[config.mk]
export PLATFORM = sky130hd
export DESIGN_NAME = ebrw_ctrl
export DESIGN_NICKNAME = d
export VERILOG_FILES = /design/src/ebrw_pkg.sv /design/src/ebrw_sync.sv /design/src/ebrw_ctrl.sv
export SDC_FILE = /design/constraint.sdc
export NUM_CORES = 1
export LEC_CHECK = 0
export ABC_CLOCK_PERIOD_IN_PS = 2500
export BUFFER_PORTS_ARGS = -buffer_cell sky130_fd_sc_hd__buf_2
export CAP_MARGIN = 15
export CORE_UTILIZATION = 28
export DETAILED_ROUTE_END_ITERATION = 8
export HOLD_SLACK_MARGIN = 0.02
export PLACE_DENSITY_LB_ADDON = 0.2
export SYNTH_ARGS = -nofsm -noshare
export SYNTH_HDL_FRONTEND = slang
export SYNTH_SLANG_ARGS = --single-unit
export TNS_END_PERCENT = 100
[constraint.sdc]
create_clock -name ref_clk -period 2.5 [get_ports ref_clk]
set_input_delay 0.25 -clock ref_clk [delete_from_list [all_inputs] [get_ports ref_clk]]
set_output_delay 0.25 -clock ref_clk [all_outputs]
set_load 0.01 [all_outputs]
[src/ebrw_pkg.sv]
// Package for the external bus ready wait-state controller
// Notes on behaviour
// - Ready input may stretch each bus cycle that has ready_en set
// - Ready active level is selectable
// - Synchronous mode samples ready without synchroniser
// - Asynchronous mode adds synchroniser, one wait minimum
// - First sample placed by programmed phase lengths
// - Inactive ready inserts one more wait state
// - Active ready ends the running cycle
// - Sampling point differs between sync and async
// - Access phase waits complete before ready evaluation
// - Read data captured on strobe-raising edge
`default_nettype none
package ebrw_pkg;
	localparam int          EBRW_PHASE_W    = 5;
	localparam int          EBRW_DATA_W     = 16;
	localparam logic [4:0]  EBRW_PHASE_ONE  = 5'h01;
	localparam logic [4:0]  EBRW_PHASE_ZERO = 5'h00;
	localparam logic [15:0] EBRW_DATA_RST   = 16'h0000;

	typedef enum logic [3:0] {
		EBRW_IDLE   = 4'h1,
		EBRW_ACCESS = 4'h2,
		EBRW_RDYW   = 4'h4,
		EBRW_DONE   = 4'h8
	} ebrw_state_t;

	// Cycle request as presented by the bus controller
	typedef struct packed {
		logic       start;
		logic       write;
		logic       ready_en;
		logic [4:0] access_phase_len;
	} ebrw_req_t;

	typedef struct packed {
		ebrw_state_t state;
		logic [4:0]  cnt;
		logic        write;
		logic        ready_en;
		logic        strobe_b;
		logic        busy;
		logic        done;
		logic        ready_wait_phase;
		logic        async_mode;
		logic [15:0] rdata;
	} ebrw_regs_t;
endpackage
`default_nettype wire

[src/ebrw_sync.sv]
// Two-flop synchroniser for the ready input
`timescale 1ns/10ps
`default_nettype none
module ebrw_sync (
	input  wire logic ref_clk,
	input  wire logic rst_b,
	input  wire logic din,
	output logic      dout
);
	logic meta;

	always_ff @(posedge ref_clk or negedge rst_b) begin
		if (!rst_b) begin
			meta <= 1'b0;
			dout <= 1'b0;
		end else begin
			meta <= din;
			dout <= meta;
		end
	end
endmodule
`default_nettype wire

[src/ebrw_ctrl.sv]
// Ready-controlled wait-state sequencer for external bus cycles
`timescale 1ns/10ps
`default_nettype none
module ebrw_ctrl #(
	parameter int DATA_W = ebrw_pkg::EBRW_DATA_W
) (
	input  wire logic              ref_clk,
	input  wire logic              rst_b,
	input  wire ebrw_pkg::ebrw_req_t req,
	input  wire logic              ready_pin,
	input  wire logic              ready_active_high,
	input  wire logic              ready_async,
	input  wire logic [DATA_W-1:0] data_in,
	output logic                   busy,
	output logic                   strobe_b,
	output logic                   cycle_done,
	output logic                   ready_wait_phase,
	output logic [DATA_W-1:0]      read_data
);
	ebrw_pkg::ebrw_regs_t r;
	ebrw_pkg::ebrw_regs_t next_r;
	logic ready_norm;
	logic ready_synced;
	logic ready_seen;

	// Polarity first so both paths see an active-true ready
	assign ready_norm = ready_pin ~^ ready_active_high;

	ebrw_sync u_sync (
		.ref_clk (ref_clk),
		.rst_b   (rst_b),
		.din     (ready_norm),
		.dout    (ready_synced)
	);

	// Async path sees ready two edges later, moving its sample point
	assign ready_seen = r.async_mode ? ready_synced : ready_norm;

	always_comb begin
		next_r      = r;
		next_r.done = 1'b0;
		unique case (r.state)
			ebrw_pkg::EBRW_IDLE: begin
				if (req.start) begin
					next_r.state            = ebrw_pkg::EBRW_ACCESS;
					next_r.cnt              = (req.access_phase_len == ebrw_pkg::EBRW_PHASE_ZERO)
						? ebrw_pkg::EBRW_PHASE_ONE : req.access_phase_len;
					next_r.write            = req.write;
					next_r.ready_en         = req.ready_en;
					next_r.async_mode       = ready_async;
					next_r.strobe_b         = 1'b0;
					next_r.busy             = 1'b1;
					next_r.ready_wait_phase = 1'b0;
				end
			end
			ebrw_pkg::EBRW_ACCESS: begin
				if (r.cnt != ebrw_pkg::EBRW_PHASE_ONE) begin
					next_r.cnt = r.cnt - ebrw_pkg::EBRW_PHASE_ONE;
				end else if (r.ready_en) begin
					next_r.state            = ebrw_pkg::EBRW_RDYW;
					next_r.ready_wait_phase = 1'b1;
				end else begin
					next_r.state    = ebrw_pkg::EBRW_DONE;
					next_r.strobe_b = 1'b1;
					if (!r.write) begin
						next_r.rdata = data_in;
					end
				end
			end
			ebrw_pkg::EBRW_RDYW: begin
				// Not ready: stay, one more wait state then sample again
				if (ready_seen) begin
					next_r.state            = ebrw_pkg::EBRW_DONE;
					next_r.strobe_b         = 1'b1;
					next_r.ready_wait_phase = 1'b0;
					if (!r.write) begin
						next_r.rdata = data_in;
					end
				end
			end
			ebrw_pkg::EBRW_DONE: begin
				next_r.state = ebrw_pkg::EBRW_IDLE;
				next_r.busy  = 1'b0;
				next_r.done  = 1'b1;
			end
			default: begin
				next_r.state = ebrw_pkg::EBRW_IDLE;
			end
		endcase
	end

	always_ff @(posedge ref_clk or negedge rst_b) begin
		if (!rst_b) begin
			r <= '{state: ebrw_pkg::EBRW_IDLE, cnt: ebrw_pkg::EBRW_PHASE_ZERO, write: 1'b0,
				ready_en: 1'b0, strobe_b: 1'b1, busy: 1'b0, done: 1'b0,
				ready_wait_phase: 1'b0, async_mode: 1'b0, rdata: ebrw_pkg::EBRW_DATA_RST};
		end else begin
			r <= next_r;
		end
	end

	assign busy             = r.busy;
	assign strobe_b         = r.strobe_b;
	assign cycle_done       = r.done;
	assign ready_wait_phase = r.ready_wait_phase;
	assign read_data        = r.rdata;

	a_strobe_ends_on_ready: assert property (@(posedge ref_clk) disable iff (!rst_b)
		(r.state == ebrw_pkg::EBRW_RDYW && ready_seen) |=> (strobe_b && !ready_wait_phase))
		else $error("ready did not end cycle");
	a_wait_on_not_ready: assert property (@(posedge ref_clk) disable iff (!rst_b)
		(r.state == ebrw_pkg::EBRW_RDYW && !ready_seen) |=> (ready_wait_phase && !strobe_b))
		else $error("wait state not inserted");
	a_access_before_ready: assert property (@(posedge ref_clk) disable iff (!rst_b)
		(r.state == ebrw_pkg::EBRW_IDLE && req.start && req.access_phase_len == 5'h03)
		|=> !ready_wait_phase [*3])
		else $error("ready evaluated too early");
	a_first_sample_place: assert property (@(posedge ref_clk) disable iff (!rst_b)
		(r.state == ebrw_pkg::EBRW_IDLE && req.start && req.ready_en
		&& req.access_phase_len == 5'h02) |-> ##3 ready_wait_phase)
		else $error("first sample misplaced");
	a_async_min_wait: assert property (@(posedge ref_clk) disable iff (!rst_b)
		(r.state == ebrw_pkg::EBRW_ACCESS && r.cnt == 5'h01 && r.ready_en && r.async_mode
		&& !ready_synced && !$past(ready_norm)) |=> ##1 !strobe_b)
		else $error("async ready bypassed synchroniser");
	// Judged on the raw pin, so a wrong polarity shows up as a wrong cycle end
	a_polarity_ready: assert property (@(posedge ref_clk) disable iff (!rst_b)
		(r.state == ebrw_pkg::EBRW_RDYW && !r.async_mode && (ready_pin == ready_active_high))
		|=> strobe_b)
		else $error("selected ready level not honoured");
	a_polarity_wait: assert property (@(posedge ref_clk) disable iff (!rst_b)
		(r.state == ebrw_pkg::EBRW_RDYW && !r.async_mode && (ready_pin != ready_active_high))
		|=> !strobe_b)
		else $error("inactive ready level ended cycle");
	a_read_capture: assert property (@(posedge ref_clk) disable iff (!rst_b)
		($rose(strobe_b) && !r.write) |-> (read_data == $past(data_in)))
		else $error("read data not captured");
	a_sync_direct: assert property (@(posedge ref_clk) disable iff (!rst_b)
		(r.state == ebrw_pkg::EBRW_RDYW && !r.async_mode && ready_norm) |=> strobe_b)
		else $error("sync ready delayed");
	a_done_pulse: assert property (@(posedge ref_clk) disable iff (!rst_b)
		$rose(strobe_b) |=> (cycle_done && !busy))
		else $error("cycle end missing");

	// Cycle start and access phase
	a_start_taken: assert property (@(posedge ref_clk) disable iff (!rst_b)
		(r.state == ebrw_pkg::EBRW_IDLE && req.start)
		|=> (!strobe_b && busy && !ready_wait_phase))
		else $error("start not taken");
	a_strobe_busy: assert property (@(posedge ref_clk) disable iff (!rst_b)
		!strobe_b |-> busy)
		else $error("strobe low outside a cycle");
	a_wait_needs_en: assert property (@(posedge ref_clk) disable iff (!rst_b)
		ready_wait_phase |-> (r.ready_en && !strobe_b))
		else $error("ready wait without ready control");
	// Ready seen during the access phase must not cut it short
	a_access_no_ready: assert property (@(posedge ref_clk) disable iff (!rst_b)
		(r.state == ebrw_pkg::EBRW_ACCESS && r.cnt != ebrw_pkg::EBRW_PHASE_ONE)
		|=> (r.state == ebrw_pkg::EBRW_ACCESS && !ready_wait_phase && !strobe_b))
		else $error("access phase cut short");
	a_wait_enters: assert property (@(posedge ref_clk) disable iff (!rst_b)
		(r.state == ebrw_pkg::EBRW_ACCESS && r.cnt == ebrw_pkg::EBRW_PHASE_ONE && r.ready_en)
		|=> (ready_wait_phase && !strobe_b))
		else $error("ready wait not entered");
	a_no_ready_end: assert property (@(posedge ref_clk) disable iff (!rst_b)
		(r.state == ebrw_pkg::EBRW_ACCESS && r.cnt == ebrw_pkg::EBRW_PHASE_ONE && !r.ready_en)
		|=> (strobe_b && !ready_wait_phase))
		else $error("plain cycle did not end");
	a_len_zero_one: assert property (@(posedge ref_clk) disable iff (!rst_b)
		(r.state == ebrw_pkg::EBRW_IDLE && req.start && !req.ready_en
		&& req.access_phase_len == 5'h00) |=> (!strobe_b ##1 strobe_b))
		else $error("zero length not one cycle");
	a_len_five_end: assert property (@(posedge ref_clk) disable iff (!rst_b)
		(r.state == ebrw_pkg::EBRW_IDLE && req.start && !req.ready_en
		&& req.access_phase_len == 5'h05) |=> (!strobe_b [*5] ##1 strobe_b))
		else $error("programmed length not kept");

	// Ready sampling
	a_async_sample: assert property (@(posedge ref_clk) disable iff (!rst_b)
		(r.state == ebrw_pkg::EBRW_RDYW && r.async_mode)
		|=> (strobe_b == $past(ready_synced)))
		else $error("async ready not taken from synchroniser");
	a_async_skip_pin: assert property (@(posedge ref_clk) disable iff (!rst_b)
		(r.state == ebrw_pkg::EBRW_RDYW && r.async_mode && ready_norm && !ready_synced)
		|=> !strobe_b)
		else $error("async ready bypassed the synchroniser");
	// Two edges of latency, judged only once reset has been gone for both
	a_sync_chain: assert property (@(posedge ref_clk) disable iff (!rst_b)
		$past(rst_b, 2) |-> (ready_synced == $past(ready_norm, 2)))
		else $error("synchroniser latency wrong");

	// Cycle end and read data
	a_done_single: assert property (@(posedge ref_clk) disable iff (!rst_b)
		cycle_done |=> !cycle_done)
		else $error("done longer than one cycle");
	a_done_idle: assert property (@(posedge ref_clk) disable iff (!rst_b)
		cycle_done |-> (!busy && strobe_b && !ready_wait_phase))
		else $error("done while cycle still running");
	a_busy_end: assert property (@(posedge ref_clk) disable iff (!rst_b)
		$fell(busy) |-> cycle_done)
		else $error("busy dropped without done");
	a_rise_ends_wait: assert property (@(posedge ref_clk) disable iff (!rst_b)
		$rose(strobe_b) |-> !ready_wait_phase)
		else $error("wait phase outlived the strobe");
	a_write_keeps_data: assert property (@(posedge ref_clk) disable iff (!rst_b)
		($rose(strobe_b) && r.write) |-> $stable(read_data))
		else $error("write cycle changed read data");
	// Read data only moves at the strobe-raising edge of a read
	a_data_stands: assert property (@(posedge ref_clk) disable iff (!rst_b)
		!$rose(strobe_b) |-> $stable(read_data))
		else $error("read data changed outside a read end");

	c_sync_cycle:  cover property (@(posedge ref_clk) disable iff (!rst_b)
		r.state == ebrw_pkg::EBRW_RDYW && !r.async_mode && ready_seen);
	c_async_cycle: cover property (@(posedge ref_clk) disable iff (!rst_b)
		r.state == ebrw_pkg::EBRW_RDYW && r.async_mode && ready_seen);
	c_long_wait:   cover property (@(posedge ref_clk) disable iff (!rst_b)
		ready_wait_phase [*3]);
	c_plain_read:  cover property (@(posedge ref_clk) disable iff (!rst_b)
		cycle_done && !r.ready_en && !r.write);
	c_refused_start: cover property (@(posedge ref_clk) disable iff (!rst_b)
		busy && req.start);
endmodule
`default_nettype wire

**Word level (Yosys, flattened, before mapping)**

Index checks and enable logic that the tools add are counted.

- Output and inout port bits: 20
- Logic and storage cells: 62
- Input bits: 29
- Register bits: 34

- Add/subtract/negate cells: 1
- Muxes and demuxes: 25
- Bitwise logic cells: 1
- Reduce and logical (&&, ||, !) cells: 12
- Eq/ne operators: 11

Operators with widths:

| kind | number |
|---|---|
| 16-bit 2-to-1 mux | 4 |
| 16-bit one-hot mux with 2 select lines | 1 |
| 13-bit 2-to-1 mux | 1 |
| 4-bit 2-to-1 mux | 3 |
| 2-bit inequality test (second input constant) | 6 |
| 4-bit one-hot mux with 3 select lines | 1 |
| 5-bit 2-to-1 mux | 2 |
| 5-bit one-hot mux with 2 select lines | 1 |
| 5-bit AND reduction | 2 |
| 1-bit 2-to-1 mux | 8 |
| 1-bit one-hot mux with 3 select lines | 2 |
| 3-bit AND reduction | 2 |
| 2-bit nonzero test | 3 |
| 5-bit zero test | 1 |
| 5-bit by 1-bit inequality test with 1-bit output (second input constant) | 1 |
| 5-bit by 1-bit subtractor with 5-bit output (second input constant) | 1 |
| 4-bit by 1-bit == test with 1-bit output (second input constant) | 1 |
| 4-bit by 2-bit == test with 1-bit output (second input constant) | 1 |
| 4-bit by 3-bit == test with 1-bit output (second input constant) | 1 |
| 4-bit == test (second input constant) | 1 |
| 2-bit AND reduction | 2 |
| 4-bit AND reduction | 1 |
| 3-bit nonzero test | 1 |
| 2-bit 2-to-1 mux | 1 |
| 2 further kinds | 2 |

**Logic depth before layout (Yosys ltp)**

- Word-level depth: 4
- Mapped depth: 7
- Gate-level depth less buffers: 6

**Cells and area by module**

From an unflattened synthesis, not the netlist that was laid out.

- Cell total of the unflattened synthesis: 137
- Area total of the unflattened synthesis: 1,686.6 um^2

Modules (own cells, without submodules):

| module | cells an instance | seq. area each (um^2) | instances | area each (um^2) |
|---|---|---|---|---|
| ebrw_ctrl | 135 | 803.3 | 1 | 1,636.6 |
| ebrw_sync | 2 | 50.0 | 1 | 50.0 |

**Worst setup path before layout**

No wires, ideal clock.

- Path type: flip-flop to flip-flop
- Start point: reg r[24] (netlist name)
- End point: reg r, in the netlist read_data[0]
- Buffers on the path: 1
- Data required time: 2.375 ns
- Path slack: 0.502 ns
- Arrival time: 1.873 ns
- Stages on the path, launching flop included: 8
- Setup time: 0.125 ns
- Clock period less this slack: 1.998 ns
- Cell sequence: dfrtp_1 > inv_1 > ha_1 > nor4b_4 > o221ai_4 > nor3b_4 > buf_8 > mux2_4

- Word-level cells in the longest chain between the ends: 3

RTL lines:

| item | line | source |
|---|---|---|
| start, declared | ebrw_ctrl.sv:20 | `ebrw_pkg::ebrw_regs_t r;` |
| start signal, assigned | ebrw_ctrl.sv:94 | `r <= '{state: ebrw_pkg::EBRW_IDLE, cnt: ebrw_pkg::EBRW_PHASE_ZERO, write: 1'b0,` |
| start signal, assigned | ebrw_ctrl.sv:98 | `r <= next_r;` |
| 5-bit by 1-bit inequality test with 1-bit output | ebrw_ctrl.sv:57 | `if (r.cnt != ebrw_pkg::EBRW_PHASE_ONE) begin` |
| 2-bit inequality test (no source line) | - |  |
| 4-bit AND reduction (no source line) | - |  |

Every way passes these cells.
A chain may end at the register's enable or synchronous reset.

**Worst setup path in the final report**

- Start point: reg r[24] (netlist name)
- End point: reg r, in the netlist read_data[9]

Same word-level chain as after synthesis.

==> summary.md <==
| Metric | Value |
|---|---|
| Initial antenna violation count | `0` |
| Overflow after GRT | `0` |
| Setup violators final | `0` |
| EDFF count, synth | `0` |
| Synth area leaders | `dfrtp_1 (47%), mux2_4 (8.9%), buf_4 (7.1%)` |
| Total wire length | `between 3000 and 4000 um` |
| Leak | `roughly 0.95 nW` |
| Total Routing Usage GR | `between 10% and 20%` |
| Antenna Violating Nets Remaining | `0` |
| Required time of the critical path | `about 2.7 ns` |
| Setup_tns | `0 ns` |
| Adder-cell share of the synthesized area | `~1.5%` |
| Top_reg_cell synth | `dfrtp_1` |
| Final worst clock skew | `~0.0086 ns` |
| Placed Instances | `around 240` |
| Unrepaired setup endpoints after global routing | `false` |
| Drt drc | `0` |
| Tmin final | `2.13 ns` |
| Core area | `5640 um^2` |
| Crit Path Max Fanout | `16` |
| Post-Synth Simple-Gate Area | `11.4%` |
| Mapped Cells | `~140` |
| Die H | `around 80 um` |
| Critical path's top delay family | `simple AND/OR/NAND/NOR gates` |
| Relative slew margins | `49.5%` |
| PostCTS Resize Cnt | `0` |
| Fmax | `between 400 and 500 MHz` |
| FILL cells | `563` |
| Most frequent cell after synthesis | `dfrtp_1` |
| Seq/Total Area, Yosys | `between 50% and 60%` |
| CTS H-tree depth | `2` |
| Post-Synthesis Cell Area | `between 1500 and 2000 um^2` |
| Layout area overhead | `19.5%` |
| Xor/xnor share of the synthesized area | `less than 1%` |
| Post-CTS Hold Fix Bufs | `0` |
| Clk slew on worst S/H paths | `about 0.070 ns` |
| Final Hold Vio Count | `0` |
| CP Capture Type | `flip-flop` |
| Ant diodes | `0` |
| Die ar. | `approximately 6300 um^2` |
| Final Max Slew Viols | `0` |
| Maximum vdd drop | `about 0.43 mV` |
| Initial DRC Count | `24` |
| Proportion of synthesized area in mux cells | `around 15%` |
| CP max stage cell | `dfrtp_1` |
| Largest family of logic cells by synthesized area | `multiplexers` |
| Share of layout cells above drive strength 1 | `between 40% and 50%` |
| CP cell instances | `inv_1 -> ha_1 -> nor4b_4 -> o221ai_4 -> nor3b_4 -> buf_4 -> mux2_2` |
| FF+latch count, synth | `34` |
| CTS Root Cell | `clkbuf_8` |
| Worst reg2reg endpoint | `read_data[9]$_DFFE_PN0P_` |
| Arr. time, crit path | `about 2.3 ns` |
| First-pass GRT wire length | `around 5400 um` |
| Crit path largest cell delay | `~0.39 ns` |
| Number of vias per cell | `between 4 and 5` |
| Asr flop ratio synth | `100%` |
| Worst R2R Start | `r[24]$_DFFE_PN0P_` |
| Initial Utilization | `around 30%` |
| Share of Yosys cell area claimed by the top area cell type | `a little under half` |
| Setup bufs post-CTS | `0` |
| CP startpoint kind | `flip-flop` |
| Post-synth cell types | `36` |
| Max Buffers Root-to-Sink | `2` |
| Setup crit end | `read_data[9]$_DFFE_PN0P_` |
| I/O pin total | `49` |
| Avg WL per Cell | `approximately 13 um` |
| Fin crit share | `85.1%` |
| PwrDens | `1180 nW/um^2` |
| Area leader, netlist | `dfrtp_1` |
| Vias in the first global route | `about 1,100` |
| YS warnings | `0` |
| FF-to-FF setup slack | `roughly 0.37 ns` |
| Via count | `1,144` |
| Crit path buffers/inverters | `2` |
| Post-DP HPWL | `roughly 2300 um` |
| CP Depth | `7` |
| Layout Cells excl Fill | `250` |
| Worst-Skew Late Latency | `approximately 0.28 ns` |
| TritonRoute pass-1 iters | `4` |
| CTS tree | `done` |
| Pin count of the biggest net entering global routing | `35` |
| Slew @ Worst Pin | `roughly 0.76 ns` |
| Core Rows | `27` |
| Gpl congestion | `0.814` |
| Outcome | `completed` |
| CP Class | `reg2reg` |
| Clock sink total | `34` |
| Tightest Hold Check Type | `in2async` |
| Chip Width | `approximately 80 um` |
| Reg2Reg Depth | `7` |
| Syn_area_per_cell | `about 12 um^2` |
| Synth Net Count | `around 170` |
| Synth top cells by count | `dfrtp_1 (32), buf_4 (16), mux2_4 (10)` |
| Total Nets Final | `approximately 210` |
| Final design area excluding fillers | `slightly above 2000 um^2` |
| IO Port Bufs | `between 40 and 50` |
| CP Launch Point | `r[24]$_DFFE_PN0P_` |
| Pwr Total | `around 0.0024 W` |
| Hold WS | `roughly 0.032 ns` |
| Compound-Gate Fraction of Synth Area | `a little over a tenth` |
| Max_cap viols | `0` |
| Num CTS Buffers | `5` |
| Area after DPL | `1910 um^2` |
cell type report:
cell class	instances	area (um^2)	share of cell area [%]
inverter	7	26.3	1.30
multi-input combinational	76	659	32.7
timing repair buffer	53	278	13.8
clock buffer	5	68.8	3.41
sequential	34	853	42.3
tap	72	90.1	4.47
clock inverter	3	40.0	1.99
worst min path at each step:
stage | startpoint | end | depth (start not counted)
2_1_floorplan | rst_b | busy$_DFFE_PN0P_ | 0
3_3_place_gp | u_sync.meta$_DFF_PN0_ | u_sync.dout$_DFF_PN0_ | 0
3_5_place_dp | u_sync.meta$_DFF_PN0_ | u_sync.dout$_DFF_PN0_ | 0
4_1_cts | rst_b | read_data[11]$_DFFE_PN0P_ | 1
5_1_grt | rst_b | read_data[11]$_DFFE_PN0P_ | 1
6_report | rst_b | read_data[11]$_DFFE_PN0P_ | 1
through the flow:
step	setup WS, ns	util (%)
2_1_floorplan	0.502	-
3_3_place_gp	0.459	33.8
3_5_place_dp	0.382	33.8
4_1_cts	0.356	35.7
5_1_grt	0.247	35.7
6_report	0.373	35.7
logic make-up after synthesis:
family	Yosys count
AND/OR/NAND/NOR	29
adder cells (fa/ha/maj)	2
AO/OA/AOI/OAI	25
multiplexers	19
buffers and inverters	27
XOR/XNOR	1
flip-flops	34
sequential cells by signal, indices dropped and copies added (netlist names):
name	count
strobe_b	1
u_sync.dout	1
read_data	16
cycle_done	1
busy	1
r	12
u_sync.meta	1
ready_wait_phase	1
worst register-to-register path, cell delays in order (launching register included):
cell and delay [ns]:
dfrtp_1 0.39, inv_1 0.10, ha_1 0.15, nor4b_4 0.37, o221ai_4 0.16, nor3b_4 0.18, buf_4 0.29, mux2_2 0.38
power breakdown:
| part | leakage [nW] | internal (W) | switching, W |
|---|---|---|---|
| Combinational | 0.486 | 0.000480 | 0.000423 |
| Sequential | 0.407 | 0.000799 | 0.000179 |
| Clock | 0.0579 | 0.000293 | 0.000194 |
cell usage in the layout (no fill, tap or decap), types with 2 or more instances in the layout:
master / n
a21oi_1: 3
a31oi_1: 4
and2b_1: 3
buf_2: 48
buf_4: 5
clkbuf_8: 5
clkinv_2: 2
dfrtp_1: 32
dfstp_2: 2
ha_1: 2
inv_1: 7
mux2_2: 9
mux2_4: 10
nand2_1: 4
nand3_1: 2
nor2_1: 7
nor3_1: 3
nor4_1: 3
o21a_1: 2
o21ai_0: 8
layer usage:
metal | part of all wire (%) | track usage (%) | vias to the layer above
met3 | 6.9 | 3.31 | 4
met1 | 46 | 15.0 | 547
met4 | 1.6 | 6.00 | 0
li1 | - | - | 555
met5 | 0 | 0 | -
met2 | 45 | 16.8 | 38
No activity file was read; power rests on OpenSTA's default activity.
